<file path="src/rtl/rlp_pkg.sv">
// Purpose: constants and types for the reset and low-power sequencer
// Assumes: clock is the oscillator input, one oscillator period per edge
package rlp_pkg;
    localparam int          OSC_PER_MACHINE_CYCLE = 12;
    localparam int          RESET_MACHINE_CYCLES  = 2;
    localparam int          RESET_HOLD_OSC        =
        OSC_PER_MACHINE_CYCLE * RESET_MACHINE_CYCLES;
    localparam int          RESET_COUNT_WIDTH     = 6;
    localparam int          POWER_CONTROL_REGISTER_WIDTH            = 8;
    localparam int          POWER_CONTROL_REGISTER_IDLE_BIT         = 0;
    localparam int          POWER_CONTROL_REGISTER_PDOWN_BIT        = 1;
    localparam logic [7:0]  POWER_CONTROL_REGISTER_RESET            = 8'h00;
    localparam logic        IDLE_STROBE_LEVEL     = 1'h1;
    localparam logic        PDOWN_STROBE_LEVEL    = 1'h0;
    localparam logic        PULSE_LOW_POWER_LEVEL = 1'h1;

    typedef enum logic [1:0] {
        RLP_RUN   = 2'b00,
        RLP_IDLE  = 2'b01,
        RLP_PDOWN = 2'b10
    } rlp_mode_e;
endpackage : rlp_pkg

</file>
<file path="src/rtl/rlp_rst_if.sv">
// Purpose: carries the reset pin and its qualified result between modules
// Assumes: single clock domain
// Notes:   filter side drives the qualified reset
`timescale 1ns/100ps
`default_nettype none
interface rlp_rst_if;
    logic pin;
    logic qualified;
    modport filter (input pin, output qualified);
    modport owner  (output pin, input qualified);
endinterface : rlp_rst_if
`default_nettype wire

</file>
<file path="src/rtl/rlp_reset_filter.sv">
// Purpose: qualifies the reset pin against a minimum high time
// Assumes: pin level arrives through the carrier interface
// Notes:   counts on every clock, also while the core clock is stopped
`timescale 1ns/100ps
`default_nettype none
module rlp_reset_filter
    import rlp_pkg::*;
(
    input  wire logic  clock,
    input  wire logic  resetn,
    rlp_rst_if.filter  rst
);
    logic                         meta_q;
    logic                         sync_q;
    logic [RESET_COUNT_WIDTH-1:0] count_q;
    logic                         valid_q;

    always_ff @(posedge clock or negedge resetn) begin
        if (!resetn) begin
            meta_q <= 1'h0;
            sync_q <= 1'h0;
        end else begin
            meta_q <= rst.pin;
            sync_q <= meta_q;
        end
    end

    always_ff @(posedge clock or negedge resetn) begin
        if (!resetn) begin
            count_q <= '0;
            valid_q <= 1'h0;
        end else if (!sync_q) begin
            count_q <= '0;
            valid_q <= 1'h0;
        end else if (count_q ==
                     RESET_COUNT_WIDTH'(RESET_HOLD_OSC - 1)) begin
            valid_q <= 1'h1;
        end else begin
            count_q <= count_q + RESET_COUNT_WIDTH'(1);
        end
    end

    assign rst.qualified = valid_q;
endmodule : rlp_reset_filter
`default_nettype wire

</file>
<file path="src/rtl/rlp_top.sv">
// Purpose: reset qualification, idle and power-down sequencing
// Assumes: core pulses instr_done at the end of each instruction
// Notes:   power control register written by the core only while running
`timescale 1ns/100ps
`default_nettype none
module rlp_top
    import rlp_pkg::*;
(
    input  wire logic                  clock,
    input  wire logic                  resetn,
    input  wire logic                  reset_pin,
    input  wire logic                  ext_program_memory,
    input  wire logic                  cpu_instr_done,
    input  wire logic                  power_control_register_wr_en,
    input  wire logic [POWER_CONTROL_REGISTER_WIDTH-1:0] power_control_register_wr_data,
    input  wire logic                  irq_wake,
    input  wire logic                  core_address_latch_strobe,
    input  wire logic                  core_program_store_strobe,
    input  wire logic                  core_pulse_output_zero,
    input  wire logic                  core_pulse_output_one,
    input  wire logic                  core_port0_float,
    input  wire logic                  core_port2_address,
    output logic                       internal_reset_q,
    output logic                       core_clock_en_q,
    output logic                       periph_clock_en_q,
    output logic                       osc_run_q,
    output logic [POWER_CONTROL_REGISTER_WIDTH-1:0]      power_control_register_q,
    output logic [1:0]                 mode_q,
    output logic                       address_latch_strobe_q,
    output logic                       program_store_strobe_q,
    output logic                       pulse_output_zero_q,
    output logic                       pulse_output_one_q,
    output logic                       port0_float_q,
    output logic                       port2_address_q
);
    rlp_rst_if  rst_link ();
    rlp_mode_e  state_q;
    logic       phase_q;
    logic       pin_reset;
    logic       want_idle;
    logic       want_pdown;

    assign rst_link.pin = reset_pin;
    assign pin_reset    = rst_link.qualified;
    assign want_idle    = power_control_register_q[POWER_CONTROL_REGISTER_IDLE_BIT];
    assign want_pdown   = power_control_register_q[POWER_CONTROL_REGISTER_PDOWN_BIT];

    rlp_reset_filter u_filter (
        .clock  (clock),
        .resetn (resetn),
        .rst    (rst_link.filter)
    );

    // board keeps pin high through start-up
    always_ff @(posedge clock or negedge resetn) begin
        if (!resetn) begin
            internal_reset_q <= 1'h1;
        end else begin
            internal_reset_q <= pin_reset || (internal_reset_q && reset_pin);
        end
    end

    always_ff @(posedge clock or negedge resetn) begin
        if (!resetn) begin
            state_q <= RLP_RUN;
        end else if (pin_reset) begin
            state_q <= RLP_RUN;
        end else begin
            case (state_q)
                RLP_RUN: begin
                    if (cpu_instr_done && want_pdown) begin
                        state_q <= RLP_PDOWN;
                    end else if (cpu_instr_done && want_idle) begin
                        state_q <= RLP_IDLE;
                    end
                end
                RLP_IDLE: begin
                    if (irq_wake) begin
                        state_q <= RLP_RUN;
                    end
                end
                RLP_PDOWN: begin
                    state_q <= RLP_PDOWN;
                end
                default: begin
                    state_q <= RLP_RUN;
                end
            endcase
        end
    end

    // request bits, idle bit cleared on wake
    always_ff @(posedge clock or negedge resetn) begin
        if (!resetn) begin
            power_control_register_q <= POWER_CONTROL_REGISTER_RESET;
        end else if (pin_reset) begin
            power_control_register_q <= POWER_CONTROL_REGISTER_RESET;
        end else if (state_q == RLP_IDLE && irq_wake) begin
            power_control_register_q[POWER_CONTROL_REGISTER_IDLE_BIT] <= 1'h0;
        end else if (state_q == RLP_RUN && power_control_register_wr_en) begin
            power_control_register_q <= power_control_register_wr_data;
        end
    end

    // divide-by-two phase, frozen while oscillator stopped
    always_ff @(posedge clock or negedge resetn) begin
        if (!resetn) begin
            phase_q <= 1'h0;
        end else if (state_q != RLP_PDOWN || pin_reset) begin
            phase_q <= ~phase_q;
        end
    end

    // core clock stops so core state is frozen
    always_ff @(posedge clock or negedge resetn) begin
        if (!resetn) begin
            core_clock_en_q   <= 1'h0;
            periph_clock_en_q <= 1'h0;
            osc_run_q         <= 1'h1;
        end else begin
            core_clock_en_q   <= phase_q && state_q == RLP_RUN;
            periph_clock_en_q <= phase_q && state_q != RLP_PDOWN;
            osc_run_q         <= state_q != RLP_PDOWN;
        end
    end

    always_ff @(posedge clock or negedge resetn) begin
        if (!resetn) begin
            address_latch_strobe_q <= IDLE_STROBE_LEVEL;
            program_store_strobe_q <= IDLE_STROBE_LEVEL;
            pulse_output_zero_q    <= PULSE_LOW_POWER_LEVEL;
            pulse_output_one_q     <= PULSE_LOW_POWER_LEVEL;
        end else begin
            case (state_q)
                RLP_IDLE: begin
                    address_latch_strobe_q <= IDLE_STROBE_LEVEL;
                    program_store_strobe_q <= IDLE_STROBE_LEVEL;
                    pulse_output_zero_q    <= PULSE_LOW_POWER_LEVEL;
                    pulse_output_one_q     <= PULSE_LOW_POWER_LEVEL;
                end
                RLP_PDOWN: begin
                    address_latch_strobe_q <= PDOWN_STROBE_LEVEL;
                    program_store_strobe_q <= PDOWN_STROBE_LEVEL;
                    pulse_output_zero_q    <= PULSE_LOW_POWER_LEVEL;
                    pulse_output_one_q     <= PULSE_LOW_POWER_LEVEL;
                end
                default: begin
                    address_latch_strobe_q <= core_address_latch_strobe;
                    program_store_strobe_q <= core_program_store_strobe;
                    pulse_output_zero_q    <= core_pulse_output_zero;
                    pulse_output_one_q     <= core_pulse_output_one;
                end
            endcase
        end
    end

    // port 0 float and port 2 source
    always_ff @(posedge clock or negedge resetn) begin
        if (!resetn) begin
            port0_float_q   <= 1'h0;
            port2_address_q <= 1'h0;
            mode_q          <= RLP_RUN;
        end else begin
            mode_q <= state_q;
            case (state_q)
                RLP_IDLE: begin
                    port0_float_q   <= ext_program_memory;
                    port2_address_q <= ext_program_memory;
                end
                RLP_PDOWN: begin
                    port0_float_q   <= ext_program_memory;
                    port2_address_q <= 1'h0;
                end
                default: begin
                    port0_float_q   <= core_port0_float;
                    port2_address_q <= core_port2_address;
                end
            endcase
        end
    end
endmodule : rlp_top
`default_nettype wire

</file>
<file path="config.mk">
export PLATFORM = sky130hd
export DESIGN_NAME = rlp_top
export DESIGN_NICKNAME = d
export VERILOG_FILES = /design/src/rtl/rlp_pkg.sv /design/src/rtl/rlp_rst_if.sv /design/src/rtl/rlp_reset_filter.sv /design/src/rtl/rlp_top.sv
export SDC_FILE = /design/constraint.sdc
export NUM_CORES = 1
export LEC_CHECK = 0
export BUFFER_PORTS_ARGS = -buffer_cell sky130_fd_sc_hd__buf_4
export CAP_MARGIN = 10
export CORE_ASPECT_RATIO = 1.2
export CORE_MARGIN = 10
export CORE_UTILIZATION = 45
export DETAILED_ROUTE_END_ITERATION = 8
export PLACE_DENSITY = 0.72
export SLEW_MARGIN = 30
export SYNTH_ARGS = -nofsm -noshare
export SYNTH_HDL_FRONTEND = slang
export SYNTH_SLANG_ARGS = --single-unit
</file>
<file path="constraint.sdc">
create_clock -name clock -period 1.8 [get_ports clock]
set_input_delay 0.54 -clock clock [delete_from_list [all_inputs] [get_ports clock]]
set_output_delay 0.54 -clock clock [all_outputs]
set_load 0.02 [all_outputs]
</file>
==> impl_metrics.yaml <==
worst_setup_path:
  slowest_stage: "dfrtp_1"
  cp-end-kind: "flop"
  critPathBufInv: 1
  cp.arrival_ns: 1.88
  criticalPathCategory: "reg -> reg"
  start_kind: "flop"
  cp_cell_sequence: "inv_1 -> ha_1 -> nor2b_1 -> a21oi_1 -> nor3_2 -> mux2_2"
  reg2regPathDepth: 6
  critPathRequiredTime_ns: 2.02
  reg2reg_slack_ns: 0.14
  worst_r2r_startpoint: "state_q[1]"
  rr_endpoint: "state_q[1]"
  crit_fanout: 5
  cpLargestDelayFamily: "flip-flops"
  cp_slowest_stage_delay_ns: 0.43
  cp-startpoint: "state_q[1]"
timing:
  max_freq_mhz: 602
  relSlewSlack_pct: 63.6
  finClkSkew_ns: 0.00596
  final_max_slew_viol_count: 0
  worstMarginPinSlew_ns: 0.544
  hold_viol: 0
  finalCritPeriodShare_pct: 92.3
  rsz0062_at_grt: "no"
  fin_crit_ns: 1.66
  fin_tns_setup_ns: 0
  setup_viol: 0
pwr:
  power.internal_mw: 1.76
  power_leakage_nw: 0.854
  seq_power_share_pct: 41.0
  vdd_drop_max_mv: 0.784
  swShare_pct: 34.7
  combPwrFrac_pct: 39.5
  power_frac_clock_pct: 19.5
  p_per_area_mw_per_mm2: 1580
  p_sw_uw: 938
synth:
  synth_seq_cells: 32
  synth-adder-area-share_pct: 5.77
  yosys-mux-area-fraction_pct: 2.50
  postSynthCellCount: 106
  synth-edff-count: 0
  syn_nets: 133
  yosysSeqAreaShare_pct: 62.1
  syn_area_mm2: 0.00130
  synth_simple_gate_area_share_pct: 13.9
  ys.flop_type: "dfrtp_1"
  synth_top_family_by_area: "simple AND/OR/NAND/NOR gates"
  synthArstFlopShare_pct: 100
  yosysUniqueCellTypes: 27
  syn_area_per_cell_um2: 12.3
  synthXorXnorAreaFrac_pct: 3.37
  yosysWarnings: 0
  synth_compound_area_share_pct: 9.42
grt:
  antenna_found_initial: 0
  grt_pass1_vias: 1033
  overflow: 0
  grt_max_degree: 33
  grt_pass1_wl_mm: 4.60
  grt_usage_pct: 10.3
layout:
  syn_to_final_growth_pct: 31.6
  n_antenna_cell: 0
  nets: 178
  nFillCells: 253
  layout_commonest_cell: "buf_4"
  layout_common_cells: "buf_4 (40), dfrtp_1 (26), nand2_1 (7), a22o_1 (7)"
  post-route-util_pct: 61.5
  drive_above_1_share_pct: 40.1
worst_hold_path:
  hp-class: "in -> async"
die:
  dieArea_mm2: 0.00545
  placementRows: 21
  boundaryPins: 41
  core_mm2: 0.00279
  start_util_pct: 46.7
  die_w_um: 69.1
  die_height_um: 78.9
drt:
  drtIter0Drc: 20
  dr.pass1.iters: 3
  vias_per_cell: 4.82
  wl_per_cell_um: 14.4
  drc_errors: 0
  wirelength_mm: 2.69
  vias: 897
  drtAntennaViolNets: 0
cts:
  clock_latency_ns: 0.33
  clockBufferDepth: 2
  cts_tree: "done"
  cts_buffers: 5
  clock_sinks: 32
  htree_num_levels: 2
  postCtsSetupBuffers: 0
  clkTransAtPathRegs_ns: 0.10
  cts_root_buf: "clkbuf_4"
flow_run:
  cap_violations: 0
placement:
  post-dp-hpwl_mm: 2.13
  io_buffers: 40
  place_congestion: 0.827
outcome:
  status: "finished, final reports clean"
Yosys cell counts (all sizes together), types with 2 or more instances:
cell | n | area [um^2]
mux2 | 2 | 22.5
o21ai | 5 | 25.0
xnor2 | 5 | 43.8
a22o | 7 | 61.3
dfrtp | 26 | 651
inv | 6 | 22.5
nand2 | 7 | 26.3
ha | 6 | 75.1
and2 | 4 | 25.0
dfstp | 6 | 158
nand3 | 5 | 25.0
a21oi | 3 | 15.0
nor3b | 2 | 20.0
and3 | 2 | 12.5
nor2 | 6 | 25.0
nor3 | 2 | 10.0
nor2b | 3 | 18.8
or2 | 2 | 12.5
power groups by stage:
| stage | Sequential (mW) | Clock [mW] | Combinational, mW |
|---|---|---|---|
| after global routing | 1.14 | 0.578 | 1.17 |
| after floorplan | 1.36 | 0 | 0.360 |
| after CTS | 1.11 | 0.542 | 1.08 |
| after detailed placement | 1.12 | 0 | 1.08 |
| final | 1.11 | 0.528 | 1.07 |
| after global placement | 1.12 | 0 | 1.05 |
worst max path at each step:
| stage | depth (start not counted) | slack (ns) | to |
|---|---|---|---|
| global route | 6 | 0.03 | state_q[1] |
| detailed placement | 5 | 0.1 | state_q[1] |
| finish | 6 | 0.14 | state_q[1] |
| CTS | 5 | 0.08 | state_q[1] |
| global placement | 5 | 0.24 | state_q[1] |
| floorplan | 6 | 0.31 | state_q[1] |
layout make-up:
class | count | area [um^2] | share of cell area, %
well taps | 34 | 42.5 | 2.48
inverters | 6 | 22.5 | 1.31
clock inverters | 2 | 35.0 | 2.05
repair buffers | 40 | 300 | 17.5
multi-input cells | 66 | 463 | 27.0
clock buffers | 6 | 41.3 | 2.41
flip-flops and latches | 32 | 808 | 47.2
cells by family after synthesis:
family,after synthesis
and+or+nand+nor,34
DFF,32
buffers and inverters,8
adders and majority gates,6
xor gates and xnor gates,5
muxes,3
AOI/OAI and AO/OA,18
routing by layer:
metal | vias up | share of wire [%] | track usage (%)
met4 | 0 | 2.5 | 6.65
li1 | 447 | - | -
met1 | 417 | 40 | 10.0
met5 | - | 0 | 0
met3 | 7 | 8.2 | 5.35
met2 | 26 | 50 | 17.0
registers in the layout, indices dropped and copies added (netlist names), 2 cells and up:
name,count
mode_q,2
power_control_register_q,8
state_q,2
u_filter.count_q,6
per-stage QoR:
step,cells,setup WS (ns),total power [mW],hold WS [ns],area (um^2)
3_3_place_gp,178,0.241,2.17,0.333,1630
6_report,186,0.139,2.70,0.127,1710
2_1_floorplan,106,0.306,1.72,0.244,1300
4_1_cts,186,0.0835,2.73,0.126,1710
5_1_grt,186,0.0257,2.89,0.125,1710
3_5_place_dp,178,0.0982,2.20,0.341,1630
timing repair:
item                                    in CTS  in global routing
hold buffers                                 0                  0
resized for setup                            0                  2
endpoints found under the setup margin       0                  6
(Power assumes the default switching activity.)
